`config.mk`:
```
export PLATFORM = sky130hd
export DESIGN_NAME = etp_timer
export DESIGN_NICKNAME = d
export VERILOG_FILES = /design/src/verilog/etp_pkg.sv /design/src/verilog/etp_timer.sv
export SDC_FILE = /design/constraint.sdc
export NUM_CORES = 1
export LEC_CHECK = 0
export BUFFER_PORTS_ARGS = -buffer_cell sky130_fd_sc_hd__buf_2
export CAP_MARGIN = 15
export CORE_UTILIZATION = 52
export CTS_CLUSTER_SIZE = 20
export DETAILED_ROUTE_END_ITERATION = 10
export PLACE_DENSITY = 0.73
export SETUP_SLACK_MARGIN = 0.3
export SKIP_LAST_GASP = 1
export SLEW_MARGIN = 10
export SYNTH_ARGS = -nofsm -noshare
export SYNTH_HDL_FRONTEND = slang
export SYNTH_SLANG_ARGS = --single-unit
```
`constraint.sdc`:
```
create_clock -name I_CLK -period 5.7 [get_ports I_CLK]
set_input_delay 1.14 -clock I_CLK [delete_from_list [all_inputs] [get_ports I_CLK]]
set_output_delay 1.14 -clock I_CLK [all_outputs]
set_load 0.005 [all_outputs]
```
`src/verilog/etp_pkg.sv`:
```
// package: register map, field layout, codes and state carriers of the eight-bit timer block
package etp_pkg;

    // ****************************************
    // block size and bus
    // ****************************************
    localparam int TIMERS = 2;
    localparam int REG_AW = 6;
    localparam logic [1:0] RESP_OKAY = 2'h0;
    localparam logic [1:0] RESP_SLVERR = 2'h2;

    // ****************************************
    // register byte offsets
    // ****************************************
    localparam logic [REG_AW-1:0] OFS_CTRL = 6'h00;
    localparam logic [REG_AW-1:0] OFS_SCALE = 6'h04;
    localparam logic [REG_AW-1:0] OFS_BOUND = 6'h08;
    localparam logic [REG_AW-1:0] OFS_COUNT = 6'h0c;
    localparam logic [REG_AW-1:0] TMR_STRIDE = 6'h10;
    localparam logic [REG_AW-1:0] OFS_INT_STATUS = 6'h20;
    localparam logic [REG_AW-1:0] OFS_INT_MASK = 6'h24;
    localparam logic [REG_AW-1:0] OFS_GATE = 6'h28;

    // decoded register selectors: timer registers are timer*4 + field
    localparam logic [3:0] SEL_INT_STATUS = 4'h8;
    localparam logic [3:0] SEL_INT_MASK = 4'h9;
    localparam logic [3:0] SEL_GATE = 4'ha;
    localparam logic [3:0] SEL_NONE = 4'hf;
    localparam logic [1:0] FLD_CTRL = 2'h0;
    localparam logic [1:0] FLD_SCALE = 2'h1;
    localparam logic [1:0] FLD_BOUND = 2'h2;
    localparam logic [1:0] FLD_COUNT = 2'h3;

    // ****************************************
    // field positions and reset values
    // ****************************************
    localparam int CTRL_SRC_LSB = 4;
    localparam int CTRL_PIN_LSB = 2;
    localparam int CTRL_MODE_BIT = 1;
    localparam int SCALE_RES_BIT = 7;
    localparam int SCALE_PRE_LSB = 5;
    localparam logic [7:0] RST_CTRL = 8'h00;
    localparam logic [7:0] RST_SCALE = 8'h00;
    localparam logic [7:0] RST_BOUND = 8'h00;
    localparam logic [7:0] RST_COUNT = 8'h00;

    // ****************************************
    // clock source, pin and period codes
    // ****************************************
    localparam logic [3:0] SRC_OFF = 4'h0;
    localparam logic [3:0] SRC_SYSCLK = 4'h1;
    localparam logic [3:0] SRC_HIGH_RC = 4'h2;
    localparam logic [3:0] SRC_LOW_RC = 4'h3;
    localparam logic [3:0] SRC_COMPARATOR = 4'h4;
    localparam logic [3:0] SRC_PA0 = 4'h5;
    localparam logic [3:0] SRC_PB0 = 4'h6;
    localparam logic [3:0] SRC_PA4 = 4'h7;
    localparam logic [1:0] PIN_NONE = 2'h0;
    localparam logic [1:0] PIN_SEL_A = 2'h1;
    localparam logic [1:0] PIN_SEL_B = 2'h2;
    localparam logic [1:0] PIN_SEL_C = 2'h3;
    localparam logic [5:0] PRE_MAX_DIV1 = 6'h00;
    localparam logic [5:0] PRE_MAX_DIV4 = 6'h03;
    localparam logic [5:0] PRE_MAX_DIV16 = 6'h0f;
    localparam logic [5:0] PRE_MAX_DIV64 = 6'h3f;
    localparam logic [7:0] TOP_PWM8 = 8'hff;
    localparam logic [7:0] TOP_PWM6 = 8'h3f;

    // ****************************************
    // state carriers
    // ****************************************
    typedef struct packed {
        logic [7:0] ctrl;
        logic [7:0] scale;
        logic [7:0] bound;
        logic [7:0] count;
        logic [5:0] pre;
        logic [4:0] scl;
        logic src_q;
        logic wave;
    } etp_timer_s;

    typedef struct packed {
        etp_timer_s [TIMERS-1:0] tmr;
        logic [TIMERS-1:0] status;
        logic [TIMERS-1:0] mask;
        logic [TIMERS-1:0] gate;
        logic aw_full;
        logic aw_ok;
        logic [REG_AW-1:0] aw_addr;
        logic w_full;
        logic [31:0] w_data;
        logic [3:0] w_strb;
        logic awready;
        logic wready;
        logic bvalid;
        logic [1:0] bresp;
        logic arready;
        logic rvalid;
        logic [1:0] rresp;
        logic [31:0] rdata;
        logic [2:0] pa_out;
        logic [2:0] pa_oe_n;
        logic [2:0] pb_out;
        logic [2:0] pb_oe_n;
        logic irq;
    } etp_state_s;

endpackage

```
`src/verilog/etp_timer.sv`:
```
// two eight-bit timers with period and pwm modes behind an axi4-lite slave
// Summary of operation
// - the timer clock is chosen from system clock, high rc, low rc, comparator or three pins by control[7:4].
// - control[3:2] routes the first timer to one of three port a pins, the second to port b pins.
// - a selected timer pin is driven with the waveform whatever its direction setting.
// - the chosen clock is prescaled by 1, 4, 16 or 64 per scale[6:5].
// - the prescaled clock is divided again by scale[4:0]+1 to form the timer tick.
// - the eight-bit counter counts up only on each tick and is readable and writable.
// - the counter clears to zero when it reaches the bound in period mode; the bound sets the duty in pwm.
// - each timer works in period mode or in pwm mode with six- or eight-bit resolution.
// - period mode gives a square wave of half duty at clock / (2*(bound+1)*prescale*(scaler+1)).
// - mode set with resolution clear gives pwm of 256 ticks and duty (bound+1)/256.
// - mode set with resolution set gives pwm of 64 ticks and duty (bound+1)/64.
// - with comparator gating on, the pwm output stops while the comparator is high.
// - the second timer has the same structure and behaviour as the first.
// - a timer clocked from the high rc keeps running while the emulator is halted.
`timescale 1ns/1ns
`default_nettype none

module etp_timer #(
    parameter int ADDR_W = 8
) (
    input wire logic I_CLK,
    input wire logic I_RESET,
    input wire logic [ADDR_W-1:0] I_AWADDR,
    input wire logic I_AWVALID,
    output logic O_AWREADY,
    input wire logic [31:0] I_WDATA,
    input wire logic [3:0] I_WSTRB,
    input wire logic I_WVALID,
    output logic O_WREADY,
    output logic [1:0] O_BRESP,
    output logic O_BVALID,
    input wire logic I_BREADY,
    input wire logic [ADDR_W-1:0] I_ARADDR,
    input wire logic I_ARVALID,
    output logic O_ARREADY,
    output logic [31:0] O_RDATA,
    output logic [1:0] O_RRESP,
    output logic O_RVALID,
    input wire logic I_RREADY,
    input wire logic I_HIGH_RC_OSC,
    input wire logic I_LOW_RC_OSC,
    input wire logic I_COMPARATOR,
    input wire logic I_PORT_A_PIN0,
    input wire logic I_PORT_B_PIN0,
    input wire logic I_PORT_A_PIN4,
    input wire logic I_EMULATOR_HALT,
    output logic [2:0] O_PORT_A_PIN_OUT,
    output logic [2:0] O_PORT_A_PIN_OE_N,
    output logic [2:0] O_PORT_B_PIN_OUT,
    output logic [2:0] O_PORT_B_PIN_OE_N,
    output logic O_IRQ
);

    // ****************************************
    // elaboration checks
    // ****************************************
    if (ADDR_W < etp_pkg::REG_AW || ADDR_W > 32) begin : g_bad_aw
        $error("ADDR_W must lie between 6 and 32");
    end

    // ****************************************
    // helper functions
    // ****************************************
    // register selector from a byte address, SEL_NONE when unmapped
    function automatic logic [3:0] reg_sel(input logic ok, input logic [etp_pkg::REG_AW-1:0] a);
        logic [3:0] r;
        r = etp_pkg::SEL_NONE;
        if (!ok || a[1:0] != 2'h0) begin
            r = etp_pkg::SEL_NONE;
        end else if (a < etp_pkg::OFS_INT_STATUS) begin
            r = {1'b0, a[4:2]};
        end else if (a == etp_pkg::OFS_INT_STATUS) begin
            r = etp_pkg::SEL_INT_STATUS;
        end else if (a == etp_pkg::OFS_INT_MASK) begin
            r = etp_pkg::SEL_INT_MASK;
        end else if (a == etp_pkg::OFS_GATE) begin
            r = etp_pkg::SEL_GATE;
        end
        return r;
    endfunction

    // level of the chosen clock source
    function automatic logic src_level(input logic [3:0] sel, input logic [5:0] lv);
        logic r;
        r = 1'b0;
        if (sel == etp_pkg::SRC_HIGH_RC) begin
            r = lv[0];
        end else if (sel == etp_pkg::SRC_LOW_RC) begin
            r = lv[1];
        end else if (sel == etp_pkg::SRC_COMPARATOR) begin
            r = lv[2];
        end else if (sel == etp_pkg::SRC_PA0) begin
            r = lv[3];
        end else if (sel == etp_pkg::SRC_PB0) begin
            r = lv[4];
        end else if (sel == etp_pkg::SRC_PA4) begin
            r = lv[5];
        end
        return r;
    endfunction

    // last prescaler count for a divide code
    function automatic logic [5:0] pre_max(input logic [1:0] code);
        logic [5:0] r;
        r = etp_pkg::PRE_MAX_DIV1;
        if (code == 2'h1) begin
            r = etp_pkg::PRE_MAX_DIV4;
        end else if (code == 2'h2) begin
            r = etp_pkg::PRE_MAX_DIV16;
        end else if (code == 2'h3) begin
            r = etp_pkg::PRE_MAX_DIV64;
        end
        return r;
    endfunction

    // one-hot pin of a three-pin group
    function automatic logic [2:0] pin_onehot(input logic [1:0] code);
        logic [2:0] r;
        r = 3'h0;
        if (code == etp_pkg::PIN_SEL_A) begin
            r = 3'h2;
        end else if (code == etp_pkg::PIN_SEL_B) begin
            r = 3'h4;
        end else if (code == etp_pkg::PIN_SEL_C) begin
            r = 3'h1;
        end
        return r;
    endfunction

    // ****************************************
    // state
    // ****************************************
    etp_pkg::etp_state_s s;
    etp_pkg::etp_state_s next_s;
    logic [etp_pkg::TIMERS-1:0] tick;
    logic [etp_pkg::TIMERS-1:0] evt;
    logic [etp_pkg::TIMERS-1:0] cnt_wr;
    logic [7:0] cnt_top [etp_pkg::TIMERS];
    logic wr_do;
    logic [3:0] wsel;
    logic [3:0] rsel;
    logic [3:0] sel;
    logic [5:0] lv;
    logic lvl;
    logic src_hit;
    logic run;
    logic pre_tick;
    logic ti;
    logic lvl_out;
    logic [2:0] oh;
    logic [etp_pkg::TIMERS-1:0] clr;

    // next-state logic for bus, timers, interrupts and pins
    always_comb begin
        next_s = s;
        tick = '0;
        evt = '0;
        cnt_wr = '0;
        clr = '0;
        sel = 4'h0;
        lvl = 1'b0;
        src_hit = 1'b0;
        run = 1'b0;
        pre_tick = 1'b0;
        ti = 1'b0;
        lvl_out = 1'b0;
        oh = 3'h0;
        rsel = etp_pkg::SEL_NONE;
        for (int i = 0; i < etp_pkg::TIMERS; i++) begin
            cnt_top[i] = 8'h00;
        end
        lv = {I_PORT_A_PIN4, I_PORT_B_PIN0, I_PORT_A_PIN0, I_COMPARATOR, I_LOW_RC_OSC, I_HIGH_RC_OSC};

        // write address and data taken in either order
        if (I_AWVALID && s.awready) begin
            next_s.aw_full = 1'b1;
            next_s.aw_addr = I_AWADDR[etp_pkg::REG_AW-1:0];
            next_s.aw_ok = (I_AWADDR >> etp_pkg::REG_AW) == '0;
        end
        if (I_WVALID && s.wready) begin
            next_s.w_full = 1'b1;
            next_s.w_data = I_WDATA;
            next_s.w_strb = I_WSTRB;
        end
        if (s.bvalid && I_BREADY) begin
            next_s.bvalid = 1'b0;
        end
        wr_do = s.aw_full && s.w_full && !s.bvalid;
        wsel = reg_sel(s.aw_ok, s.aw_addr);

        // clock selection, prescaler, scaler and counter per timer
        for (int i = 0; i < etp_pkg::TIMERS; i++) begin
            sel = s.tmr[i].ctrl[7:etp_pkg::CTRL_SRC_LSB];
            lvl = src_level(sel, lv);
            src_hit = (sel == etp_pkg::SRC_SYSCLK) || (lvl && !s.tmr[i].src_q);
            run = !I_EMULATOR_HALT || sel == etp_pkg::SRC_HIGH_RC;
            next_s.tmr[i].src_q = lvl;
            pre_tick = 1'b0;
            if (run && src_hit) begin
                if (s.tmr[i].pre >= pre_max(s.tmr[i].scale[6:etp_pkg::SCALE_PRE_LSB])) begin
                    next_s.tmr[i].pre = 6'h00;
                    pre_tick = 1'b1;
                end else begin
                    next_s.tmr[i].pre = s.tmr[i].pre + 6'h01;
                end
            end
            if (pre_tick) begin
                if (s.tmr[i].scl >= s.tmr[i].scale[4:0]) begin
                    next_s.tmr[i].scl = 5'h00;
                    tick[i] = 1'b1;
                end else begin
                    next_s.tmr[i].scl = s.tmr[i].scl + 5'h01;
                end
            end
            // wrap point: bound in period mode, fixed period in pwm
            if (!s.tmr[i].ctrl[etp_pkg::CTRL_MODE_BIT]) begin
                cnt_top[i] = s.tmr[i].bound;
            end else if (s.tmr[i].scale[etp_pkg::SCALE_RES_BIT]) begin
                cnt_top[i] = etp_pkg::TOP_PWM6;
            end else begin
                cnt_top[i] = etp_pkg::TOP_PWM8;
            end
            if (tick[i]) begin
                if (s.tmr[i].count == cnt_top[i]) begin
                    next_s.tmr[i].count = 8'h00;
                    evt[i] = 1'b1;
                end else begin
                    next_s.tmr[i].count = s.tmr[i].count + 8'h01;
                end
            end
        end

        // register write, software wins over the counter tick
        if (wr_do) begin
            next_s.aw_full = 1'b0;
            next_s.w_full = 1'b0;
            next_s.bvalid = 1'b1;
            next_s.bresp = (wsel == etp_pkg::SEL_NONE) ? etp_pkg::RESP_SLVERR : etp_pkg::RESP_OKAY;
            if (!s.w_strb[0]) begin
                next_s.bresp = next_s.bresp;
            end else if (wsel < etp_pkg::SEL_INT_STATUS) begin
                ti = wsel[2];
                if (wsel[1:0] == etp_pkg::FLD_CTRL) begin
                    next_s.tmr[ti].ctrl = s.w_data[7:0];
                end else if (wsel[1:0] == etp_pkg::FLD_SCALE) begin
                    next_s.tmr[ti].scale = s.w_data[7:0];
                end else if (wsel[1:0] == etp_pkg::FLD_BOUND) begin
                    next_s.tmr[ti].bound = s.w_data[7:0];
                end else begin
                    next_s.tmr[ti].count = s.w_data[7:0];
                    cnt_wr[ti] = 1'b1;
                end
            end else if (wsel == etp_pkg::SEL_INT_STATUS) begin
                clr = s.w_data[etp_pkg::TIMERS-1:0];
            end else if (wsel == etp_pkg::SEL_INT_MASK) begin
                next_s.mask = s.w_data[etp_pkg::TIMERS-1:0];
            end else if (wsel == etp_pkg::SEL_GATE) begin
                next_s.gate = s.w_data[etp_pkg::TIMERS-1:0];
            end
        end

        // register read
        if (s.rvalid && I_RREADY) begin
            next_s.rvalid = 1'b0;
        end
        if (I_ARVALID && s.arready) begin
            rsel = reg_sel((I_ARADDR >> etp_pkg::REG_AW) == '0, I_ARADDR[etp_pkg::REG_AW-1:0]);
            next_s.rvalid = 1'b1;
            next_s.rresp = etp_pkg::RESP_OKAY;
            next_s.rdata = 32'h0000_0000;
            if (rsel < etp_pkg::SEL_INT_STATUS) begin
                ti = rsel[2];
                if (rsel[1:0] == etp_pkg::FLD_CTRL) begin
                    next_s.rdata[7:0] = s.tmr[ti].ctrl;
                end else if (rsel[1:0] == etp_pkg::FLD_SCALE) begin
                    next_s.rdata[7:0] = s.tmr[ti].scale;
                end else if (rsel[1:0] == etp_pkg::FLD_BOUND) begin
                    next_s.rdata[7:0] = s.tmr[ti].bound;
                end else begin
                    next_s.rdata[7:0] = s.tmr[ti].count;
                end
            end else if (rsel == etp_pkg::SEL_INT_STATUS) begin
                next_s.rdata[etp_pkg::TIMERS-1:0] = s.status;
            end else if (rsel == etp_pkg::SEL_INT_MASK) begin
                next_s.rdata[etp_pkg::TIMERS-1:0] = s.mask;
            end else if (rsel == etp_pkg::SEL_GATE) begin
                next_s.rdata[etp_pkg::TIMERS-1:0] = s.gate;
            end else begin
                next_s.rresp = etp_pkg::RESP_SLVERR;
            end
        end

        // waveform and pin routing
        next_s.pa_out = 3'h0;
        next_s.pa_oe_n = 3'h7;
        next_s.pb_out = 3'h0;
        next_s.pb_oe_n = 3'h7;
        for (int i = 0; i < etp_pkg::TIMERS; i++) begin
            if (next_s.tmr[i].ctrl[etp_pkg::CTRL_MODE_BIT]) begin
                next_s.tmr[i].wave = next_s.tmr[i].count <= next_s.tmr[i].bound;
            end else if (evt[i] && !s.tmr[i].ctrl[etp_pkg::CTRL_MODE_BIT]) begin
                next_s.tmr[i].wave = !s.tmr[i].wave;
            end
            lvl_out = next_s.tmr[i].wave
                && !(next_s.gate[i] && I_COMPARATOR && next_s.tmr[i].ctrl[etp_pkg::CTRL_MODE_BIT]);
            oh = pin_onehot(next_s.tmr[i].ctrl[3:etp_pkg::CTRL_PIN_LSB]);
            if (i == 0) begin
                next_s.pa_out = oh & {3{lvl_out}};
                next_s.pa_oe_n = ~oh;
            end else begin
                next_s.pb_out = oh & {3{lvl_out}};
                next_s.pb_oe_n = ~oh;
            end
        end

        // sticky status, set wins over clear
        next_s.status = (s.status & ~clr) | evt;
        next_s.irq = |(next_s.status & next_s.mask);
        next_s.awready = !next_s.aw_full && !next_s.bvalid;
        next_s.wready = !next_s.w_full && !next_s.bvalid;
        next_s.arready = !next_s.rvalid;
    end

    // state register
    always_ff @(posedge I_CLK) begin
        if (I_RESET) begin
            s <= '0;
            for (int i = 0; i < etp_pkg::TIMERS; i++) begin
                s.tmr[i].ctrl <= etp_pkg::RST_CTRL;
                s.tmr[i].scale <= etp_pkg::RST_SCALE;
                s.tmr[i].bound <= etp_pkg::RST_BOUND;
                s.tmr[i].count <= etp_pkg::RST_COUNT;
            end
            s.pa_oe_n <= 3'h7;
            s.pb_oe_n <= 3'h7;
        end else begin
            s <= next_s;
        end
    end

    // outputs straight from the state register
    assign O_AWREADY = s.awready;
    assign O_WREADY = s.wready;
    assign O_BVALID = s.bvalid;
    assign O_BRESP = s.bresp;
    assign O_ARREADY = s.arready;
    assign O_RVALID = s.rvalid;
    assign O_RRESP = s.rresp;
    assign O_RDATA = s.rdata;
    assign O_PORT_A_PIN_OUT = s.pa_out;
    assign O_PORT_A_PIN_OE_N = s.pa_oe_n;
    assign O_PORT_B_PIN_OUT = s.pb_out;
    assign O_PORT_B_PIN_OE_N = s.pb_oe_n;
    assign O_IRQ = s.irq;
endmodule

`default_nettype wire

```
-- Word-level counts from Yosys, hierarchy flattened
Cells that the tools add are included.
- logic and storage cells: 284
- input port bits: 66
- output and inout port bits: 54
- bits in registers: 171
- multiplexer cells: 120
- $add $sub $neg: 6
- reductions and logical operators: 52
- bitwise operators: 8
- magnitude comparators: 13
- equality and inequality tests: 45
- operators with widths (kind ; number):
    bitwise mux 90 bit ; 4
    two-way mux 90 bit ; 3
    two-way mux 86 bit ; 3
    demux 45 bit (select 1 bit) ; 4
    two-way mux 45 bit ; 3
    two-way mux 8 bit ; 12
    two-way mux 6 bit ; 13
    two-way mux 37 bit ; 2
    equality test 6 bit (second input constant) ; 6
    two-way mux 35 bit ; 1
    two-way mux 1 bit ; 33
    two-way mux 3 bit ; 11
    equality test 4 x 3 -> 1 bit (second input constant) ; 8
    two-way mux 2 bit ; 16
    two-way mux 4 bit ; 8
    two-way mux 29 bit ; 1
    equality test 4 bit (second input constant) ; 7
    two-way mux 5 bit ; 5
    logical AND 1 bit ; 22
    two-way mux 21 bit ; 1
    equality test 2 bit (second input constant) ; 10
    adder 8 x 1 -> 8 bit (second input constant) ; 2
    equality test 4 x 2 -> 1 bit (second input constant) ; 4
    equality test 8 bit ; 2
    23 further kinds ; 63

-- Logic depth before layout (Yosys ltp)
Gate-level depths: netlist (run 1).
- depth after elaboration: 28
- gate-level depth with buffers: 19
- depth with buffers taken out: 18

-- Least setup slack after synthesis (run 1)
OpenSTA, ideal clock, no wires.
- kind: input-to-reg
- start: input I_LOW_RC_OSC
- end: register s (netlist bit O_PORT_B_PIN_OUT[0])
- data required time: 5.627 ns
- path slack: 1.589 ns
- path buffers: 1
- stages on the path: 15
- arrival: 4.038 ns
- setup time: 0.073 ns
- cell sequence: inv_1 a311o_1 a211oi_4 o311ai_4 buf_6 o31a_1 o21ai_1 nand2_1 ha_1 a21o_1 a21oi_1 o211ai_1 a31oi_1 o311ai_4 nor3b_2
- RTL lines (element ; line ; RTL):
    start: declaration ; etp_timer.sv:43 ; input wire logic I_LOW_RC_OSC,
    end signal: assignment ; etp_timer.sv:339 ; s <= next_s;
    end: declaration ; etp_timer.sv:135 ; etp_pkg::etp_state_s s;

==> flow_results.org, run 1 <==
** Clock tree
- The H-tree was split into 4 levels.
- After clock tree synthesis, the repair step resized 0 gates.
- Clk sinks :: 142
- CTS max path bufs :: 2
- In this run, post-CTS hold repair placed 0 buffers.
- Counting the buffers created by CTS gives 17.
- Clock-pin transition on the worst setup and hold timing paths :: 60 ps
- TritonCTS built the clock tree.
- Setup repair bufs after CTS :: 0
- Root buffer cell :: clkbuf_16
- The clock reaches the later pin of the worst-skew pair after 430 ps.

** Floorplanning
- From bottom edge to top edge, the die measures 130.0 µm.
- Once the floorplan was initialized, standard cells occupied 53.40% of the core.
- Die Footprint :: 0.01689 mm²
- Core Box Area :: 0.01594 mm²
- The die is 130.0 µm wide.
- In this run the core area contains 46 standard-cell rows.
- In this run the count of I/O pins placed on the die edge is 120.

** Placement
- Weighted congestion at the end of routability-driven global placement :: 0.8662
- HPWL after detailed placement :: 14.87 mm
- IO buf count :: 66

** Setup path
- In this run the critical register-to-register path is launched from s[185].
- Data arrives at the worst endpoint at 4680 ps.
- Endpoint of the worst setup timing path :: O_PORT_B_PIN_OUT[0]
- In this design, the stage delay of the slowest critical-path cell is 610 ps.
- Among all stages on the critical path, the largest delay is contributed by o311ai_4.
- Crit. End Element :: flop
- Data on the critical path is required at its endpoint by 6060 ps.
- The worst register-to-register path ends at O_PORT_B_PIN_OUT[0].
- FF-to-FF setup slack :: 1380 ps
- Startpoint types :: flop
- For the worst flop-to-flop path, the logic depth is 15.
- Critical path type :: reg -> reg
- CP startpoint :: s[185]
- Traced cell by cell, the critical path runs through or2_2, ha_1, nand2b_1, a2111oi_0, nor3_1, o311ai_4, nor4_4, nor3b_2, or3_1, ha_1, a21oi_1, o211ai_1, a31oi_1, o311ai_4, nor3b_2.
- Worst Path Max Fanout :: 13

** Cells and area
- Of the cells placed in the final design, the portion with a size suffix greater than 1 is 13.89%.
- At the end of the flow, the number of nets in the layout was 1,148.
- The layout has 1,434 filler cells.
- The area growth from synthesis to layout is 9.215%.

** STA
- Setup repair after global routing missed its margin :: false
- Setup violations remaining at the end of the flow were counted as 0.
- Hold is met by 444.5 ps.
- Final Skew :: 6.736 ps
- Fraction of the cycle the final worst path needs :: 75.82%
- The number of hold violations in the final report was 0.
- In this run the tightest slew margin relative to its limit is 29.20%.
- The smallest clock period supported by the final layout is computed as 4322 ps.
- Total negative slack :: 0 ps
- The number of max-slew violations in the final report was 0.
- Fmax :: 0.2314 GHz
- At the pin with the least slew margin, the transition time is 1062 ps.

** Detailed routing
- The final layout contains routed wiring with a total length of 20.75 mm.
- The first routing iteration left 596 violations.
- Remaining antenna violation count after routing :: 0
- Overall via count from detail_route :: 7,224
- Post-DR wirelength/cell :: 16.37 µm
- # DRC :: 0
- The first detailed-routing pass ran for 6 iterations.
- Vias per std cell :: 5.697

** Flow run
- Max-cap violations in this run came to 0.

** GRT
- Via count of the first global-routing pass :: 6,358
- The first global-routing pass estimated 32.98 mm of wire.
- The initial antenna violation count is 1.
- Entering global routing, the biggest net connects 67 pins.
- Global routing used 25.84% of the available tracks.
- The total overflow left after global routing is 0.

** Logic synthesis
- Average size of a mapped cell :: 8.265 µm²
- The Yosys step of the flow raised 0 warnings.
- In this run the cell area of the synthesized design comes to 0.008513 mm².
- FFs w/ async S/R, synth :: 0%
- Sorting the synthesized cells by area gives the leading types as dfxtp_1 33%, ha_1 6.5%, nand2_1 5.6%, a21oi_1 5.5%, mux2i_1 5.4%.
- Synthesis instantiated 74 different standard cells from the library.
- Most frequently used flop master after synthesis :: dfxtp_1
- In this run the biggest area consumer among cell types represents 33.39% of the synthesized area.
- Counting flops with a built-in enable in the synthesized netlist gives 0.
- Number of synthesized register bits :: 142
- In the synthesized netlist, the number of instances is 1,030.
- Post-synthesis cell type with the largest combined area :: dfxtp_1
- Sequential share of the synthesized area :: 33.39%

** Power and ir drop
- Switching fraction of total power :: 22.19%
- Combinational share of power :: 3.5%
- The worst-case IR drop observed on VDD is 214.7 µV.
- Summed over all nets, the switching power comes to 0.5197 mW.
- Per report_power, the clock group accounts for 52.7% of the total.
- Cell internal power was estimated by the tool at 1.822 mW.
- For this design the static power due to leakage is 3.653 nW.
- Sequential group share of total power :: 43.8%
- Power spread over the standard cell area amounts to 251.8 mW/mm².

** Status
- Run status :: finished, final reports clean

** Hold path
- Along the worst hold path, the cell count comes to 2.
- The path class of the tightest hold or removal check is reg -> reg.
- The startpoint identified for the worst hold timing path is O_RDATA[2].
## power groups by stage
stage,logic (mW),registers (mW),clock network [mW]
2_1_floorplan,0.0745,1.03,0
3_3_place_gp,0.0806,1.05,0
3_5_place_dp,0.0815,1.05,0
4_1_cts,0.0818,1.02,1.25
5_1_grt,0.0929,1.03,1.30
6_report,0.0824,1.03,1.23
## how the worst min path moves through the flow
stage | endpoint | slack [ps]
final | O_RDATA[2] | 440
after global routing | s[91] | 480
after CTS | O_RDATA[2] | 450
after detailed placement | O_RDATA[2] | 440
after global placement | O_RDATA[4] | 430
after floorplan | O_RDATA[2] | 430
## state kept, by name, summed over array words and instances, names as in the netlist
register           cells
O_PORT_A_PIN_OUT       3
O_AWREADY              1
O_PORT_B_PIN_OE_N      3
O_BVALID               1
O_BRESP                1
O_PORT_A_PIN_OE_N      3
O_RVALID               1
O_RRESP                1
O_PORT_B_PIN_OUT       3
O_RDATA                8
O_IRQ                  1
O_WREADY               1
s                    114
O_ARREADY              1
## routing by layer
| layer | global-route usage, % | part of all wire, % | up-vias |
|---|---|---|---|
| li1 | - | - | 3596 |
| met1 | 35.00 | 47 | 3365 |
| met2 | 40.20 | 45 | 226 |
| met3 | 4.633 | 6.2 | 37 |
| met4 | 11.49 | 2.1 | 0 |
| met5 | 0 | 0 | - |
## stage by stage
| stage | setup WS [ps] | std cells | util [%] | cell area, µm² | power [mW] |
|---|---|---|---|---|---|
| CTS | 1406 | 1267 | 58.30 | 9295 | 2.355 |
| global route | 1071 | 1267 | 58.30 | 9295 | 2.419 |
| detailed placement | 976.7 | 1235 | 54.20 | 8641 | 1.128 |
| floorplan | 1589 | 1055 | - | 8607 | 1.104 |
| global placement | 1067 | 1235 | 54.20 | 8641 | 1.126 |
| finish | 1378 | 1268 | 58.32 | 9298 | 2.341 |
## kinds of logic after synthesis
logic type / synth area share [%]
AO/OA/AOI/OAI: 15.77
XOR/XNOR: 2.778
adder cells (fa/ha/maj): 6.467
buffers and inverters: 8.348
flip-flops: 33.39
multiplexers: 9.200
other: 0.04405
AND/OR/NAND/NOR: 24.00
## worst max-delay path, delay by kind of cell (launching register included)
family | cells | cell delay, ps
AO/OA/AOI/OAI | 6 | 1840
adder cells (fa/ha/maj) | 2 | 560
flip-flops | 1 | 360
AND/OR/NAND/NOR | 7 | 1480
## final cells by class
class                           instances  area, µm²  share of cell area, %
Antenna cell                            1      2.502                0.02691
Timing Repair Buffer                   71      370.4                  3.983
Clock inverter                         13      211.5                  2.274
Clock buffer                           19      442.9                  4.764
Inverter                               26      97.59                  1.050
Sequential cell                       142       2843                  30.57
Tap cell                              216      270.3                  2.907
Multi-Input combinational cell        780       5060                  54.42
## synth_stat cells (11+ instances only)
cell and instances:
nand2b_1 20, nor3_1 18, and3_1 11, clkbuf_1 48
a211oi_1 17, buf_4 51, ha_1 44, inv_1 26
nor2_1 102, nand2_1 128, nand3_1 37, dfxtp_1 142
a21oi_1 94, o21ai_0 36, mux2i_1 46, xor2_1 20
## layout by cell type, fill, tap and decap left out, types with 7 or more instances in the layout
cell type and n:
a211oi_1 17, a21o_1 8, a21oi_1 94, and2_1 8
and3_1 11, buf_2 65, clkbuf_16 17, conb_1 26
dfxtp_1 142, ha_1 44, inv_1 26, mux2_2 10
mux2i_1 46, mux4_2 7, nand2_1 128, nand2b_1 20
nand3_1 37, nand4_1 10, nor2_1 102, nor2b_1 10
nor3_1 18, nor3b_1 9, nor4_1 7, o21ai_0 36
xnor2_1 7, xor2_1 20
Power figures use the tool's default switching activity.
==> inputs of run 2 (changes only) <==
--- a/config.mk
+++ b/config.mk
@@ -5,12 +5,13 @@
 export SDC_FILE = /design/constraint.sdc
 export NUM_CORES = 1
 export LEC_CHECK = 0
+export ABC_AREA = 1
 export BUFFER_PORTS_ARGS = -buffer_cell sky130_fd_sc_hd__buf_2
 export CAP_MARGIN = 15
 export CORE_UTILIZATION = 52
 export CTS_CLUSTER_SIZE = 20
 export DETAILED_ROUTE_END_ITERATION = 10
-export PLACE_DENSITY = 0.73
+export PLACE_DENSITY = 0.74
 export SETUP_SLACK_MARGIN = 0.3
 export SKIP_LAST_GASP = 1
 export SLEW_MARGIN = 10
==> constraint.sdc (replaced) <==
create_clock -name I_CLK -period 4.4 [get_ports I_CLK]
set_input_delay 0.88 -clock I_CLK [delete_from_list [all_inputs] [get_ports I_CLK]]
set_output_delay 0.88 -clock I_CLK [all_outputs]
set_load 0.005 [all_outputs]
==> run 2 against run 1 <==
Against the previous run: non-clock buffer count rose by 8; global-route usage rose by 2.0 points; total power rose by 24%; first-iteration DRC count fell by 0.34%; sequential power rose by 28%; count of clock-buffer cells in the layout fell by 2; routed wire length rose by 5.5%; sequential cell count did not move; clock power rose by 17%; combinational power rose by 70%; critical path type unchanged; synthesized cell count rose by 12%; sequential share of layout area rose by 1.1 points.
==> flow_results.org, run 2 <==
** Status
- The flow ran to the end, and the final reports show no timing, DRC or antenna violations.

** Hold path
- HP Class :: reg -> reg

** Setup path
- Slowest library cell on the worst path :: dfxtp_1
- Worst Path Arrival :: 3970 ps (-710 ps)
- Cells traversed along the worst timing path :: nand2_1, ha_1, nand2_1, inv_1, nand3_1, o221ai_1, nand3_2, nor2_2, buf_4, nand3_1, o21ai_0, nand2_1, nand2_1, ha_1, inv_1, nor2_1, o21bai_1, a21oi_1, a2111oi_1, buf_4, a21oi_1, nand2_1, nand3_1, nor2_1
- The count of cells along the worst register-to-register path is 24 (+9).
- CP startpoint :: s[185]
- CP delay by family, top :: simple AND/OR/NAND/NOR gates
- Endpoint of the worst setup timing path :: O_PORT_B_PIN_OUT[2]
- The startpoint identified for the worst register-to-register timing path is s[185].
- Critical path type :: reg -> reg
- Most used cell along the critical path :: nand2_1
- The buffer and inverter count on the worst path came to 4 (+4).
- Number of logic stages on the critical path including buffering :: 24 (+9)
- The endpoint identified for the worst register-to-register timing path is O_PORT_B_PIN_OUT[2].
- Worst Path Max Fanout :: 13 (unchanged)
- Required time at the worst-slack endpoint :: 4770 ps (-1290 ps)
- Crit. End Element :: flop
- Max stage delay on crit path :: 400 ps (-210 ps)
- Startpoint types :: flop
- FF-to-FF setup slack :: 800 ps (-580 ps)

** Detailed routing
- Remaining antenna violation count after routing :: 0 (unchanged)
- Uppermost routed layer :: met4
- Met3 wirelength from detailed routing :: 1.331 mm (+3.7%)
- Overall via count from detail_route :: 7,681 (+6.3%)
- Vias per std cell :: 5.479 (-3.8%)
- Post-DR wirelength/cell :: 15.62 µm (-4.6%)
- # DRC :: 0 (unchanged)
- The wire length on met2 is 10.31 mm (+11%).
- The sum of routed wire length over all layers is 21.90 mm (+5.5%).
- Wire length the detailed router placed on met1 :: 9.489 mm (-2.2%)
- First DRT Iteration DRCs :: 594 (-0.34%)
- Router iterations before antenna repair :: 5 (-1)

** Floorplanning
- The height of the die came to 127.0 µm (-2.3%).
- Ports placed on the boundary :: 120 (unchanged)
- Core Box Area :: 0.01520 mm² (-4.6%)
- The initial standard-cell utilization of the core came to 53.43% (about the same).
- The site row count was 45 (-2.2%).
- Die Footprint :: 0.01613 mm² (-4.5%)
- Die boundary width :: 127.0 µm (-2.3%)

** Clock tree
- Root buffer cell :: clkbuf_16
- The latest clock arrival within the worst-skew pair came to 440 ps (about the same).
- The total CTS buffers is 17 (unchanged).
- Clk sinks :: 142 (unchanged)
- Number of H-tree levels :: 4 (unchanged)
- The number of hold buffers added after CTS is 0 (unchanged).
- The clock slew at the register clock pins of the worst setup and hold paths was 60 ps (about the same).
- The largest buffer count on any clock path was 2 (unchanged).
- Clock tree from TritonCTS :: yes

** STA
- The final total negative setup slack came to 0 ps (unchanged).
- Fraction of the cycle the final worst path needs :: 81.82% (+6.0 points)
- Relative max-transition margin :: 29.63% (+0.44 points)
- The setup clock skew after layout was 9.430 ps (+2.694 ps).
- Final slew viol count :: 0 (unchanged)
- Final hold vios :: 0 (unchanged)
- The final setup violation count is 0 (unchanged).
- The transition time of the tightest slew-check pin is 1052 ps (-10.42 ps).
- The post-route worst setup slack is 799.8 ps (-578.3 ps).
- Setup repair after global routing left no endpoint under its margin.
- Fmax :: 0.2778 GHz (+20%)
- Minimum clock period :: 3600 ps (-721.7 ps)

** Logic synthesis
- The number of warnings reported in the yosys synthesis log was 0 (unchanged).
- Number of enable-type register cells in the synthesized netlist :: 0 (unchanged)
- Post-synthesis cell type with the largest combined area :: dfxtp_1
- nand2_1 is the most common cell in the netlist.
- Sequential share of the synthesized area :: 35.00% (+1.6 points)
- The proportion of synthesized flip-flops having asynchronous set or reset is 0% (unchanged).
- Average size of a mapped cell :: 7.027 µm² (-15%)
- Yosys top cell area share :: 35.00% (+1.6 points)
- Number of synthesized register bits :: 142 (unchanged)
- Ranking of synthesized cells by area :: dfxtp_1 35%, nand2_1 9.3%, a21oi_1 6.8%, ha_1 6.8%, nor2_1 6.5%
- Post-synthesis cell count :: 1,156 (+12%)
- Cell area after technology mapping :: 0.008123 mm² (-4.6%)
- Number of unique standard cell types used by synthesis :: 50 (-32%)
- Most frequently used flop master after synthesis :: dfxtp_1
- Most frequent cells after synthesis :: 201 x nand2_1, 142 x dfxtp_1, 140 x nor2_1

** Cells and area
- The number of nets in the layout was 1,311 (+14%).
- Largest register FFs :: 114 (unchanged)
- The core occupancy in the finished layout is 59.03% (+0.71 points).
- Area added between synthesis and finish :: 10.47%
- The share of layout cells above drive strength 1 was 13.18% (-0.71 points).
- Most common cell after layout, fill and taps aside :: nand2_1
- Ant. Diodes :: 0 (-1)
- Leaving out fill and tap cells, the most frequent cells in the layout are 201 x nand2_1, 142 x dfxtp_1, 139 x nor2_1.
- Register containing the most flip-flops in the final layout :: s

** Placement
- The placer congestion estimate was 0.9018 (+4.1%).
- The worst slack after detailed placement is 480.5 ps (-496.2 ps).
- The final HPWL from detailed placement was 16.22 mm (+9.0%).
- The count of buffers inserted at the top-level ports is 66 (unchanged).

** Flow run
- Max-cap violations :: 0 (unchanged)

** GRT
- The initial antenna violation count was 0 (-1).
- The pin count of the biggest net entering global routing was 68 (+1.5%).
- Global-route wire length before repair :: 34.61 mm (+5.0%)
- The total congestion overflow after global routing came to 0 (unchanged).
- Global-route total usage across every layer :: 27.86% (+2.0 points)
- Via count of the first global-routing pass :: 6,928 (+9.0%)

** Power and ir drop
- Power density over cell area :: 322.6 mW/mm² (+28%)
- The static power due to leakage was 3.983 nW (+9.0%).
- The highest ir drop seen on vdd was 293.3 µV (+37%).
[run 2: cell count changes after synthesis, sizes merged, moves of 29 or more]
cell | before | now
inv | 26 | 133
clkbuf | 48 | 19
o21ai | 39 | 102
nand2 | 128 | 204
nand3 | 37 | 66
nor2 | 104 | 152
mux2i | 46 | 2
[run 2: per-layer routing]
layer	GRT usage, %	vias to the layer above
met5	0	-
met4	14.22	0
li1	-	3848
met2	47.45	286
met1	34.27	3492
met3	4.229	55
[run 2: worst min path at each step]
stage	cells after the start	start	endpoint	slack, ps
global route	2	O_RDATA[3]	O_RDATA[3]	480
floorplan	1	s[117]	s[117]	430
global placement	2	O_RDATA[7]	O_RDATA[7]	450
detailed placement	2	O_RDATA[3]	O_RDATA[3]	450
finish	2	O_RDATA[3]	O_RDATA[3]	460
CTS	2	O_RDATA[3]	O_RDATA[3]	460
[run 2: through the flow]
| step | std cells | power [mW] | hold WS (ps) | area, µm² |
|---|---|---|---|---|
| 6_report | 1402 | 2.895 | 464.6 | 8974 |
| 5_1_grt | 1402 | 2.983 | 483.5 | 8974 |
| 4_1_cts | 1401 | 2.903 | 464.5 | 8962 |
| 3_5_place_dp | 1369 | 1.485 | 454.7 | 8376 |
| 3_3_place_gp | 1369 | 1.484 | 451.5 | 8376 |
| 2_1_floorplan | 1181 | 1.442 | 433.4 | 8217 |
[run 2: repair_timing]
item	CTS	global route
gates resized for setup	0	2
endpoints found under the hold margin	0	0
setup endpoints to repair	0	3
setup buffers	0	1
[run 2: kinds of logic (layout without fill, tap and decap cells)]
group	count (synthesis)	count (layout)	synth area share [%]
AO/OA/AOI/OAI	255	255	17.36
XOR/XNOR	15	15	1.617
adder cells (fa/ha/maj)	44	44	6.778
buffers and inverters	212	245	12.31
flip-flops	142	142	35.00
multiplexers	2	2	0.2465
other	1	26	0.04617
AND/OR/NAND/NOR	485	485	26.65
[run 2: cell type report]
| cell class | count | area, µm² |
|---|---|---|
| inverter | 134 | 503.0 |
| timing repair buffer | 79 | 427.9 |
| clock inverter | 15 | 161.4 |
| tap | 188 | 235.2 |
| clock buffer | 17 | 425.4 |
| sequential | 142 | 2843 |
| fill | 1459 | 6228 |
| multi-input combinational | 827 | 4378 |
[run 2: worst register-to-register path: cells and delay by family (launching register included)]
family / cells / cell delay, ps
AOI/OAI and AO/OA: 6 / 830
buffers and inverters: 4 / 520
DFF: 1 / 400
adders and majority gates: 2 / 520
and+or+nand+nor: 12 / 1260
[run 2: power breakdown]
part | total [mW] | switching [mW] | internal [mW]
sequential | 1.32 | 0.0178 | 1.30
clock | 1.44 | 0.596 | 0.840
combinational | 0.140 | 0.0997 | 0.0400
total | 2.89 | 0.713 | 2.18
==> inputs of run 3 (changes only) <==
--- a/config.mk
+++ b/config.mk
@@ -11,7 +11,7 @@
 export CORE_UTILIZATION = 52
 export CTS_CLUSTER_SIZE = 20
 export DETAILED_ROUTE_END_ITERATION = 10
-export PLACE_DENSITY = 0.74
+export PLACE_DENSITY = 0.77
 export SETUP_SLACK_MARGIN = 0.3
 export SKIP_LAST_GASP = 1
 export SLEW_MARGIN = 10
==> constraint.sdc (replaced) <==
create_clock -name I_CLK -period 2.95 [get_ports I_CLK]
set_input_delay 0.59 -clock I_CLK [delete_from_list [all_inputs] [get_ports I_CLK]]
set_output_delay 0.59 -clock I_CLK [all_outputs]
set_load 0.005 [all_outputs]
==> run 3 against run 2 <==
Against the previous run: the flow now finishes with violations (setup timing); cell area grew 17%; sequential cell count is the same; critical path depth shrank 6; global-route usage grew 2.6 points; sequential share of layout area shrank 4.4 points; core utilization grew 9.8 points; highest routed layer unchanged.
==> flow_results.org, run 3 (synthesized netlist as in run 2, its figures left out) <==
** Status
- The flow ran to the end, but the final reports show violations.
- Failing checks :: setup timing

** Cells and area
- The library cell used most frequently in the layout, excluding fill and tap cells, is nand2_1.
- The share of layout cells above drive strength 1 came to 27.71% (+15 points).
- # nets final :: 1,418 (+8.2%)
- Commonest cells after routing, fill and taps aside :: 185 x nand2_1, 135 x dfxtp_1, 130 x nor2_1
- Register containing the most flip-flops in the final layout :: s
- Largest register FFs :: 114 (unchanged)
- The non-filler instance count after layout is 1,509 (+7.6%).
- Area added between synthesis and finish :: 28.85%
- The core occupancy in the finished layout is 68.85% (+9.8 points).
- Ant. Diodes :: 0 (unchanged)

** STA
- The final worst-path cycle share is 110.0% (+28 points).
- Worst Slack Setup Final :: -294.0 ps (-1094 ps)
- The number of max-slew violations in the final report was 0 (unchanged).
- The setup clock skew after layout is 10.21 ps (+0.7754 ps).
- Minimum clock period :: 3244 ps (-356.3 ps)
- Setup repair after global routing missed its margin :: true
- Final hold vios :: 0 (unchanged)
- Relative max-transition margin :: 47.65% (+18 points)
- The transition time of the tightest slew-check pin came to 785.3 ps (-266.4 ps).
- Final setup violation count :: 9 (+9)
- The final total negative setup slack came to -2023 ps (-2023 ps).
- The maximum operating frequency is 0.3083 GHz (+11%).

** Setup path
- Critical path type :: reg -> reg
- Startpoint of the worst register-to-register path :: s[185]
- Endpoint of the worst setup timing path :: O_PORT_B_PIN_OUT[0]
- Worst Path Max Fanout :: 6 (-7)
- Worst Path Arrival :: 3580 ps (-390 ps)
- Crit. End Element :: flop
- Required time at the worst-slack endpoint :: 3280 ps (-1490 ps)
- The worst register-to-register path ends at O_PORT_B_PIN_OUT[0].
- FF-to-FF setup slack :: -290 ps (-1090 ps)
- Startpoint types :: flop
- The count of cells along the worst register-to-register path came to 18 (-25%).
- The most critical setup path has its startpoint at s[185].

** Detailed routing
- The number of vias after detailed routing is 8,573 (+12%).
- The via count normalized by instance count was 5.681 (+3.7%).
- The number of violations reported at the end of detailed-routing iteration 0 is 943 (+59%).
- The sum of routed wire length over all layers was 25.60 mm (+17%).
- Remaining antenna violation count after routing :: 0 (unchanged)
- # DRC :: 0 (unchanged)
- The detailed-routing iteration count for the pre-antenna-repair pass came to 6 (+1).
- The routed length per placed instance is 16.97 µm (+8.6%).

** Floorplanning
- Die boundary width :: 127.0 µm (unchanged)
- The height of the die was 127.0 µm (unchanged).
- The floorplan core area came to 0.01520 mm² (unchanged).
- Die Footprint :: 0.01613 mm² (unchanged)
- The initial standard-cell utilization of the core is 53.43% (unchanged).
- Ports placed on the boundary :: 120 (unchanged)
- The site row count came to 45 (unchanged).

** Placement
- The final HPWL from detailed placement was 17.27 mm (+6.5%).
- The cell count after placement is 1,456 (+6.4%).
- The placer congestion estimate was 0.9534 (+5.7%).
- The count of buffers inserted at the top-level ports is 66 (unchanged).
- The worst slack after detailed placement came to -526.3 ps (-1007 ps).

** Clock tree
- The clock slew at the register clock pins of the worst setup and hold paths came to 60 ps (about the same).
- CTS max path bufs :: 2 (unchanged)
- CTS placed an instance of clkbuf_16 at the clock tree root.
- The maximum level of the CTS H-tree was 4 (unchanged).
- The total CTS buffers came to 17 (unchanged).
- Clk sinks :: 142 (unchanged)
- Clock tree from TritonCTS :: yes
- Worst-skew pair later-pin latency :: 440 ps (about the same)

** Power and ir drop
- Max rail drop VDD :: 450.9 µV (+54%)
- Leakage dissipation :: 4.595 nW (+15%)
- The power per cell area is 401.5 mW/mm² (+24%).
- The cell internal power dissipation came to 3.121 mW (+43%).
- Sequential group share of total power :: 46.7% (+1.1 points)
- The proportion of power drawn by combinational gates is 6.0% (+1.2 points).
- Net switching component of the power :: 1.082 mW (+52%)
- The clock share of power was 47.3% (-2.3 points).
- The switching portion of total power came to 25.74% (+1.1 points).

** GRT
- The number of global-route vias before repair was 7,919 (+14%).
- The first-pass GRT wire length is 38.33 mm (+11%).
- The total congestion overflow after global routing was 0 (unchanged).
- Maximum number of pins on one net before global-route repair :: 68 (unchanged)
- The initial antenna violation count is 0 (unchanged).
- Global-route total usage across every layer :: 30.48% (+2.6 points)

** Hold path
- In this run the worst hold path is classified as in -> reg.

** Flow run
- The max-capacitance violation count came to 0 (unchanged).
[run 3: cell types whose count changed in the layout (fill, tap and decap cells not counted), moves of 9 or more]
cell     delta
nand2_2    +11
ha_4       +19
inv_1      -13
nand3_1    -17
buf_6      +16
nor2_1      -9
nand2_1    -16
buf_4      +90
ha_1       -21
nand3_2    +15
a21oi_1     -9
[run 3: worst max-delay path: stages, from the launching register on]
cell and delay, ps:
dfxtp_4 380, inv_1 100, ha_4 290, nand4_1 150, o221ai_4 280, nand4_1 150
buf_6 170, buf_4 130, nor3_1 250, o22ai_2 180, ha_2 230, nor2_2 170
o21bai_4 70, a21oi_2 170, a2111oi_4 50, a21oi_2 110, nand2_1 90, nand3_2 110
nor2_1 60
[run 3: layout make-up]
type | instances | area [µm²]
inverter | 134 | 540.5
clock inverter | 12 | 90.09
fill | 1190 | 4736
clock buffer | 20 | 446.7
timing repair buffer | 186 | 1304
tap | 188 | 235.2
sequential | 142 | 2859
multi-input combinational | 827 | 4991
[run 3: worst min-delay path by stage]
stage                           start          to  slack [ps]  depth (start not counted)
final                     I_AWADDR[2]       s[93]         410                          3
after global routing      I_AWADDR[0]       s[91]         430                          3
after CTS                 I_AWADDR[2]       s[93]         410                          3
after detailed placement   O_RDATA[3]  O_RDATA[3]         450                          2
after global placement         s[117]      s[117]         450                          1
after floorplan                s[117]      s[117]         430                          1
[run 3: repair_timing]
action	4_1_cts	5_1_grt
setup endpoints to repair	8	9
hold buffers	0	0
resized for setup	38	71
pin swaps	11	34
setup buffers	18	3
[run 3: through the flow]
step           hold WS (ps)  instance area (µm²)  total power [mW]
4_1_cts               412.7                10090             4.191
3_5_place_dp          454.4                 9221             2.248
2_1_floorplan         433.4                 8404             2.156
5_1_grt               431.7                10470             4.309
3_3_place_gp          451.4                 9221             2.246
6_report              410.2                10470             4.203
[run 3: power groups by stage]
| stage | clock (mW) | sequential [mW] | combinational (mW) |
|---|---|---|---|
| after CTS | 1.98 | 1.96 | 0.247 |
| after global placement | 0 | 2.00 | 0.242 |
| final | 1.99 | 1.96 | 0.253 |
| after global routing | 2.07 | 1.96 | 0.274 |
| after detailed placement | 0 | 2.00 | 0.244 |
| after floorplan | 0 | 2.00 | 0.155 |
[run 3: layer usage]
metal  track usage [%]  routed length, µm
met4             18.00               1528
met5                 0                  0
met2             51.81              12040
met3             5.863               2156
met1             35.87               9881
